$ cat src/logic/pin_ctrl_pkg.sv
// Purpose: shared constants and carriers for the external pin controller
// Assumes: single 25 MHz clock domain
// Notes:   bus cycles are one clock long in this model
package pin_ctrl_pkg;

  localparam int ADDR_W = 12;
  localparam int DATA_W = 16;

  // reset pin must stay low this many cycles (other party keeps it)
  localparam int RESET_MIN_CYCLES = 5;

  localparam logic [ADDR_W-1:0] PC_RESET_VALUE = 12'h000;

  typedef enum logic [2:0] {
    ST_RESET  = 3'h0,
    ST_FLOAT  = 3'h1,
    ST_CLEAR  = 3'h2,
    ST_WAKE   = 3'h3,
    ST_FETCH  = 3'h4,
    ST_DUMMY  = 3'h5,
    ST_TDATA  = 3'h6,
    ST_TWRITE = 3'h7
  } bus_state_e;

  typedef struct packed {
    logic              readStrobeN;
    logic              writeStrobeN;
    logic              strobeOe;
    logic [ADDR_W-1:0] addr;
    logic              addrOe;
    logic [DATA_W-1:0] dataOut;
    logic              dataOe;
  } bus_pins_s;

  typedef struct packed {
    logic              valid;
    logic              isRead;
    logic              isWrite;
    logic [ADDR_W-1:0] tableAddr;
    logic [DATA_W-1:0] writeData;
  } table_req_s;

endpackage

$ cat src/logic/pin_ctrl.sv
// Purpose: reset, strobe, address/data pin control and interrupt edge capture
// Assumes: chip_reset_input and interrupt pins are asynchronous, active low
// Notes:   one external access per clock; table ops sequence their fetches
`timescale 1ns/1ns
`default_nettype none
module pin_ctrl #(
  parameter int ADDR_W = pin_ctrl_pkg::ADDR_W,
  parameter int DATA_W = pin_ctrl_pkg::DATA_W
) (
  input  wire logic                    clk,
  input  wire logic                    reset,
  input  wire logic                    chipResetInputN,
  input  wire logic                    maskIntN,
  input  wire logic                    nmiN,
  input  wire logic                    maskIntAck,
  input  wire logic                    nmiAck,
  input  wire pin_ctrl_pkg::table_req_s tableReq,
  input  wire logic [DATA_W-1:0]       dataBusIn,
  output logic                         tableReqReady,
  output logic                         maskIntPending,
  output logic                         nmiPending,
  output logic                         coreRunning,
  output logic [ADDR_W-1:0]            programCounter,
  output logic [DATA_W-1:0]            fetchedWord,
  output logic                         fetchedValid,
  output logic [DATA_W-1:0]            tableReadData,
  output logic                         tableReadValid,
  output logic                         coreClockOutput,
  output pin_ctrl_pkg::bus_pins_s      busPins
);

  pin_ctrl_pkg::bus_state_e state;
  pin_ctrl_pkg::bus_state_e next_state;
  pin_ctrl_pkg::table_req_s heldReq;

  logic resetLevel;
  logic resetFall;
  logic maskIntFall;
  logic nmiFall;
  logic chipInReset;

  // reset pin synchronised before anything looks at it
  edge_sync u_reset_sync (
    .clk       (clk),
    .reset     (reset),
    .pinIn     (chipResetInputN),
    .level     (resetLevel),
    .fallPulse (resetFall)
  );

  edge_sync u_int_sync (
    .clk       (clk),
    .reset     (reset),
    .pinIn     (maskIntN),
    .level     (),
    .fallPulse (maskIntFall)
  );

  edge_sync u_nmi_sync (
    .clk       (clk),
    .reset     (reset),
    .pinIn     (nmiN),
    .level     (),
    .fallPulse (nmiFall)
  );

  assign chipInReset     = ~resetLevel;
  assign coreClockOutput = clk;
  assign tableReqReady   = (state == pin_ctrl_pkg::ST_FETCH) & ~chipInReset;

  // reset and bus sequencing
  always_comb begin
    next_state = state;
    case (state)
      pin_ctrl_pkg::ST_RESET: begin
        next_state = pin_ctrl_pkg::ST_FLOAT;
      end
      pin_ctrl_pkg::ST_FLOAT: begin
        next_state = pin_ctrl_pkg::ST_CLEAR;
      end
      pin_ctrl_pkg::ST_CLEAR: begin
        if (!chipInReset) begin
          next_state = pin_ctrl_pkg::ST_WAKE;
        end
      end
      pin_ctrl_pkg::ST_WAKE: begin
        next_state = pin_ctrl_pkg::ST_FETCH;
      end
      pin_ctrl_pkg::ST_FETCH: begin
        if (tableReq.valid && (tableReq.isRead || tableReq.isWrite)) begin
          next_state = pin_ctrl_pkg::ST_DUMMY;
        end
      end
      pin_ctrl_pkg::ST_DUMMY: begin
        next_state = heldReq.isRead ? pin_ctrl_pkg::ST_TDATA
                                    : pin_ctrl_pkg::ST_TWRITE;
      end
      pin_ctrl_pkg::ST_TDATA: begin
        next_state = pin_ctrl_pkg::ST_FETCH;
      end
      pin_ctrl_pkg::ST_TWRITE: begin
        next_state = pin_ctrl_pkg::ST_FETCH;
      end
      default: begin
        next_state = pin_ctrl_pkg::ST_RESET;
      end
    endcase
    if (resetFall) begin
      next_state = pin_ctrl_pkg::ST_RESET;
    end
  end

  always_ff @(posedge clk) begin
    if (reset) begin
      state <= pin_ctrl_pkg::ST_CLEAR;
    end else begin
      state <= next_state;
    end
  end

  always_ff @(posedge clk) begin
    if (reset) begin
      heldReq <= '0;
    end else if (state == pin_ctrl_pkg::ST_FETCH && tableReq.valid) begin
      heldReq <= tableReq;
    end
  end

  // program counter
  always_ff @(posedge clk) begin
    if (reset) begin
      programCounter <= pin_ctrl_pkg::PC_RESET_VALUE;
    end else if (state == pin_ctrl_pkg::ST_FLOAT || state == pin_ctrl_pkg::ST_CLEAR) begin
      programCounter <= pin_ctrl_pkg::PC_RESET_VALUE;
    end else if (next_state == pin_ctrl_pkg::ST_FETCH) begin
      // advance on the edge that puts this address on the pins; the ST_FETCH after a table op rereads the ST_DUMMY address
      programCounter <= programCounter + 1'b1;
    end
  end

  always_ff @(posedge clk) begin
    if (reset) begin
      coreRunning <= 1'b0;
    end else begin
      coreRunning <= (next_state == pin_ctrl_pkg::ST_FETCH)
                     || (next_state == pin_ctrl_pkg::ST_DUMMY)
                     || (next_state == pin_ctrl_pkg::ST_TDATA)
                     || (next_state == pin_ctrl_pkg::ST_TWRITE);
    end
  end

  // pin drive
  always_ff @(posedge clk) begin
    if (reset) begin
      busPins <= '{readStrobeN: 1'b1, writeStrobeN: 1'b1, strobeOe: 1'b0,
                   addr: '0, addrOe: 1'b0, dataOut: '0, dataOe: 1'b0};
    end else begin
      case (next_state)
        pin_ctrl_pkg::ST_RESET: begin
          busPins.readStrobeN  <= 1'b1;
          busPins.writeStrobeN <= 1'b1;
          busPins.strobeOe     <= 1'b1;
          busPins.dataOe       <= 1'b0;
        end
        pin_ctrl_pkg::ST_FLOAT, pin_ctrl_pkg::ST_CLEAR, pin_ctrl_pkg::ST_WAKE: begin
          busPins.readStrobeN  <= 1'b1;
          busPins.writeStrobeN <= 1'b1;
          busPins.strobeOe     <= 1'b0;
          busPins.addrOe       <= 1'b0;
          busPins.dataOe       <= 1'b0;
          if (state != pin_ctrl_pkg::ST_RESET) begin
            busPins.addr <= '0;
          end
        end
        pin_ctrl_pkg::ST_TDATA: begin
          busPins.readStrobeN  <= 1'b0;
          busPins.writeStrobeN <= 1'b1;
          busPins.strobeOe     <= 1'b1;
          busPins.addr         <= heldReq.tableAddr;
          busPins.addrOe       <= 1'b1;
          busPins.dataOe       <= 1'b0;
        end
        pin_ctrl_pkg::ST_TWRITE: begin
          busPins.readStrobeN  <= 1'b1;
          busPins.writeStrobeN <= 1'b0;
          busPins.strobeOe     <= 1'b1;
          busPins.addr         <= heldReq.tableAddr;
          busPins.addrOe       <= 1'b1;
          busPins.dataOut      <= heldReq.writeData;
          busPins.dataOe       <= 1'b1;
        end
        default: begin
          // instruction prefetch or dummy prefetch
          busPins.readStrobeN  <= 1'b0;
          busPins.writeStrobeN <= 1'b1;
          busPins.strobeOe     <= 1'b1;
          busPins.addr         <= (next_state == pin_ctrl_pkg::ST_FETCH
                                   && (state == pin_ctrl_pkg::ST_WAKE))
                                  ? pin_ctrl_pkg::PC_RESET_VALUE : programCounter;
          busPins.addrOe       <= 1'b1;
          busPins.dataOe       <= 1'b0;
        end
      endcase
    end
  end

  // captured read data
  always_ff @(posedge clk) begin
    if (reset) begin
      fetchedWord    <= '0;
      fetchedValid   <= 1'b0;
      tableReadData  <= '0;
      tableReadValid <= 1'b0;
    end else begin
      fetchedValid   <= 1'b0;
      tableReadValid <= 1'b0;
      if (state == pin_ctrl_pkg::ST_FETCH || state == pin_ctrl_pkg::ST_DUMMY) begin
        fetchedWord  <= dataBusIn;
        fetchedValid <= 1'b1;
      end
      if (state == pin_ctrl_pkg::ST_TDATA) begin
        tableReadData  <= dataBusIn;
        tableReadValid <= 1'b1;
      end
    end
  end

  // interrupt pending flags: a new edge wins over the acknowledge
  always_ff @(posedge clk) begin
    if (reset || chipInReset) begin
      maskIntPending <= 1'b0;
    end else if (maskIntFall) begin
      maskIntPending <= 1'b1;
    end else if (maskIntAck) begin
      maskIntPending <= 1'b0;
    end
  end

  always_ff @(posedge clk) begin
    if (reset || chipInReset) begin
      nmiPending <= 1'b0;
    end else if (nmiFall) begin
      nmiPending <= 1'b1;
    end else if (nmiAck) begin
      nmiPending <= 1'b0;
    end
  end

endmodule
`default_nettype wire

$ cat src/logic/edge_sync.sv
// Purpose: two-flop synchroniser with falling-edge pulse
// Assumes: input is asynchronous to clk
// Notes:   first flop feeds only the second
`timescale 1ns/1ns
`default_nettype none
module edge_sync (
  input  wire logic clk,
  input  wire logic reset,
  input  wire logic pinIn,
  output logic      level,
  output logic      fallPulse
);

  logic meta;
  logic prev;

  always_ff @(posedge clk) begin
    if (reset) begin
      meta  <= 1'b1;
      level <= 1'b1;
    end else begin
      meta  <= pinIn;
      level <= meta;
    end
  end

  always_ff @(posedge clk) begin
    if (reset) begin
      prev <= 1'b1;
    end else begin
      prev <= level;
    end
  end

  // one pulse on high-to-low only; a held low gives nothing more
  assign fallPulse = prev & ~level;

endmodule
`default_nettype wire

$ cat config.mk
export PLATFORM = sky130hd
export DESIGN_NAME = pin_ctrl
export DESIGN_NICKNAME = d
export VERILOG_FILES = /design/src/logic/pin_ctrl_pkg.sv /design/src/logic/pin_ctrl.sv /design/src/logic/edge_sync.sv
export SDC_FILE = /design/constraint.sdc
export NUM_CORES = 1
export LEC_CHECK = 0
export ABC_AREA = 1
export ABC_CLOCK_PERIOD_IN_PS = 1800
export BUFFER_PORTS_ARGS = -buffer_cell sky130_fd_sc_hd__buf_2
export CAP_MARGIN = 20
export CORE_AREA = 4 4 101 113
export CTS_CLUSTER_DIAMETER = 200
export DETAILED_ROUTE_END_ITERATION = 12
export DIE_AREA = 0 0 105 117
export HOLD_SLACK_MARGIN = 0.05
export PLACE_DENSITY = 0.7
export SLEW_MARGIN = 20
export SYNTH_ARGS = -nofsm -noshare
export SYNTH_HDL_FRONTEND = slang
export SYNTH_HIERARCHICAL = 1
export SYNTH_SLANG_ARGS = --single-unit
$ cat constraint.sdc
create_clock -name clk -period 1.8 [get_ports clk]
set_clock_uncertainty 0.05 [all_clocks]
set_input_delay 0.27 -clock clk [delete_from_list [all_inputs] [get_ports clk]]
set_output_delay 0.27 -clock clk [all_outputs]
set_load 0.03 [all_outputs]
==> results.md <==
- The area of placed instances is 0.00556 mm^2.
- Internal power comes to 5.92 mW.
- The post-place setup slack is -7.06 ps.
- Of the available clock period, the critical path in the final layout requires 0.949.
- In this run the most used layer during global routing was met2.
- The actual slew at the worst max-slew pin is 508 ps.
- Of the total power, registers draw 0.365.
- After clock tree synthesis, the clock-pin slew on the worst setup and hold paths is 60 ps.
- The register area share after synthesis is 0.517.
- The final weighted congestion in routability-driven placement is 0.882.
- The via count of the first global-routing pass is 4671.
- The die covers 0.0123 mm^2.
- The floorplan step set the die width to 105 um.
- The detail-routed via count per cell is 4.99.
- The finished layout holds 952 standard cells, fillers aside.
- The share of total power dissipated in combinational logic is 0.166.
- The tool flagged a number of max-cap violations equal to 0.
- The total via count after detailed routing is 4755.
- The first global-routing pass estimated 21300 um of wire.
- STA classifies the critical path endpoint as an output port.
- In this run the tightest slew margin relative to its limit is 0.661.
- For this design the total switching power over the nets is 2.40 mW.
- The tightest min-delay check is of the in -> reg type.
- The number of top-level pins is 138.
- Entering global routing, the biggest net connects 93 pins.
- The finished cells cover 0.00681 mm^2.
- At the later pin of the worst-skew pair, clock insertion delay measures 520 ps.
- The height of the chip is 117 um.
- The worst setup slack after layout is 92.6 ps.
- The power density over the cells is 1220 mW/mm^2.
- Of all nets on the critical path, the largest fanout is 7.
- The final core area utilization is 0.664.
- The launching element type of the critical path is a flop.
- In this run, synthesis produced a sequential element count of 123.
- The count of nets left with antenna violations once routing finished came out at 0.
- The initial antenna violation count is 0.
- The data required time of the critical path is 1480 ps.
- The total of endpoints with negative setup slack in the final report is 0.
- In the global route stage, met2 resource usage came out at 0.376.
- VDD sags by at most 1.02 mV.
- Yosys printed 6 warnings.
- Of the total power, the share spent switching nets is 0.288.
- The static leakage power is 3.02 nW.
- The remaining global-route overflow is 0.
- The count of flip-flops with a built-in enable after synthesis is 0.
- In this run, the number of DRC markers left after iteration 0 of detailed routing was 223.
- TritonCTS built the clock tree.
- Of the post-synthesis cell area, the dominant cell type holds 0.517.
- The highest clock rate is 0.586 GHz.
- From synthesis to final layout, the design area changed by 42.9%.
- The wire length per cell after detailed routing is 13.9 um.
- The initial utilization of the core area, before any placement, comes to 0.465.
- The final count of pins violating max slew is 0.
- Across every metal layer, demand over resource in global routing totals 0.217.
- The post-route total power is 8.31 mW.
- Including well taps, the total number of placed cells is 865.
- The number of nets at the end of the flow is 869.
- The dominant register cell in the synthesized netlist is dfxtp_1.
- The final count of hold timing violations is 0.
- The region available for standard cell placement spans 0.0102 mm^2.
- Each instance of the synthesized netlist takes up on average 7.56 um^2.
- The type of the worst setup path is reg -> out.
- The final HPWL from detailed placement is 8170 um.
- Final hold analysis gives a worst-case slack of 88.8 ps.
- The detailed-route DRC error count is 0.
- The number of filler cells placed in the layout is 871.
- The met3 track demand over resource is 0.0642.
- The most common cell in the netlist is dfxtp_1.
- The share of post-route cells with drive strength above 1 is 0.245.
- The clock network fraction of total power is 0.470.
- The proportion of register bits with asynchronous set or reset after synthesis is 0.
- The first-pass iteration count of the detailed router is 5.
- For this run, global-route usage on met1 was measured as 0.236.
- The wire length after detailed routing is 13300 um.
- The worst path in the final design needs a cycle of 1710 ps, including I/O delays and setup.
- Counting distinct cell types in the post-synthesis netlist gives 25.
- The number of nets handed over by synthesis was 685.
- The number of buffers inserted by port buffering is 137.
- The accumulated negative setup slack is 0 ps.
- The cell taking the most area after synthesis is dfxtp_1.
- The cell count after synthesis came out at 630.
- The mapped netlist covers 0.00476 mm^2.
- In the post-synthesis netlist, the biggest area contributors are dfxtp_1 (52%), a21oi_1 (11%), inv_1 (7.4%), o21ai_0 (6.8%), nand2_1 (6.4%).
- The flow ran to the end, and the final reports show no timing, DRC or antenna violations.
- STA puts the critical path data arrival time at 1390 ps.
- The site row count is 39.
- By count the netlist is led by dfxtp_1 (123), a21oi_1 (100), inv_1 (94).
==> path summary, 6_finish.rpt <==
| kind | from | to | slack [ps] | cells after the start |
|---|---|---|---|---|
| worst max-delay path | state[1]$_SDFF_PP1_ | tableReqReady | 90 | 3 |
| worst min-delay path | reset | fetchedValid$_SDFF_PP0_ | 90 | 3 |
| worst max register to register | state[1]$_SDFF_PP1_ | busPins[14]$_SDFFE_PP0P_ | 110 | 9 |
| worst min register to register | u_int_sync/meta$_SDFF_PP1_ | u_int_sync/level$_SDFF_PP1_ | 350 | 2 |
==> registers in the layout, summed over array words and instances, names as in the netlist <==
register / flops
fetchedValid: 1
programCounter: 12
busPins: 33
u_int_sync/level: 1
heldReq: 29
state: 3
u_nmi_sync/level: 1
fetchedWord: 16
coreRunning: 1
u_nmi_sync/meta: 1
tableReadValid: 1
maskIntPending: 1
u_int_sync/prev: 1
u_nmi_sync/prev: 1
u_reset_sync/level: 1
u_int_sync/meta: 1
u_reset_sync/meta: 1
tableReadData: 16
u_reset_sync/prev: 1
nmiPending: 1
==> critical path, cell delays in order, from the launching register on <==
cell and delay (ps):
dfxtp_2 370, nor2_4 160, and3_1 180, buf_4 160
==> per-layer routing <==
metal  vias up  part of all wire  routed length [um]
met4         0             0.037                 493
met5         -                 0                   0
met2       172              0.51                6830
met3        46             0.053                 708
met1      2142              0.40                5240
li1       2395                 -                   -
==> placed cells by master (no fill, tap or decap), types with 2 or more instances in the layout <==
| cell type | synthesis | layout |
|---|---|---|
| buf_2 | 8 | 136 |
| dfxtp_1 | 123 | 120 |
| a21oi_1 | 100 | 100 |
| inv_1 | 94 | 93 |
| nand2_1 | 81 | 81 |
| nor2_1 | 67 | 65 |
| o21ai_0 | 65 | 65 |
| dlygate4sd3_1 | 0 | 50 |
| clkbuf_16 | 0 | 20 |
| nand4_1 | 15 | 15 |
| o21ai_1 | 15 | 14 |
| buf_4 | 5 | 11 |
| xor2_1 | 8 | 8 |
| nand3_1 | 8 | 6 |
| nor3_1 | 4 | 4 |
| inv_2 | 4 | 4 |
| clkinv_4 | 0 | 3 |
| bufinv_16 | 0 | 3 |
| clkinvlp_4 | 0 | 3 |
| diode_2 | 0 | 2 |
| nand3_2 | 1 | 2 |
| o21ai_2 | 1 | 2 |
| clkbuf_8 | 0 | 2 |
| clkinv_2 | 0 | 2 |
| inv_6 | 0 | 2 |
| buf_12 | 0 | 2 |
| dfxtp_2 | 0 | 2 |
==> final cells by class <==
type | count | area [um^2] | share of cell area
clock buffer | 23 | 533 | 0.0783
sequential | 123 | 2470 | 0.363
clock inverter | 13 | 166 | 0.0244
timing repair buffer | 198 | 1300 | 0.191
antenna | 2 | 5.00 | 0.000735
multi-input combinational | 372 | 1810 | 0.266
tap | 123 | 154 | 0.0226
inverter | 98 | 370 | 0.0544
==> kinds of logic after synthesis <==
group                    after synthesis  synth area share
flip-flops                           123             0.517
buffers and inverters                135             0.112
adder cells (fa/ha/maj)                1           0.00263
AND/OR/NAND/NOR                      180             0.158
XOR/XNOR                               8            0.0147
AO/OA/AOI/OAI                        183             0.195
==> power by group through the flow <==
stage,combinational (mW),clock [mW],sequential (mW)
final,1.38,3.90,3.03
after global routing,1.50,4.11,3.05
after CTS,1.35,3.97,3.02
after detailed placement,1.24,0.0700,3.07
after global placement,1.21,0.0700,3.07
after floorplan,0.608,0.0832,3.32
==> timing repair <==
item                       4_1_cts  5_1_grt
setup endpoints to repair       14       41
hold endpoints to repair        66        0
hold buffers                    50        0
gates cloned                     0        0
setup buffers                    0        0
gates resized for setup          6        8
(Power assumes the default switching activity.)
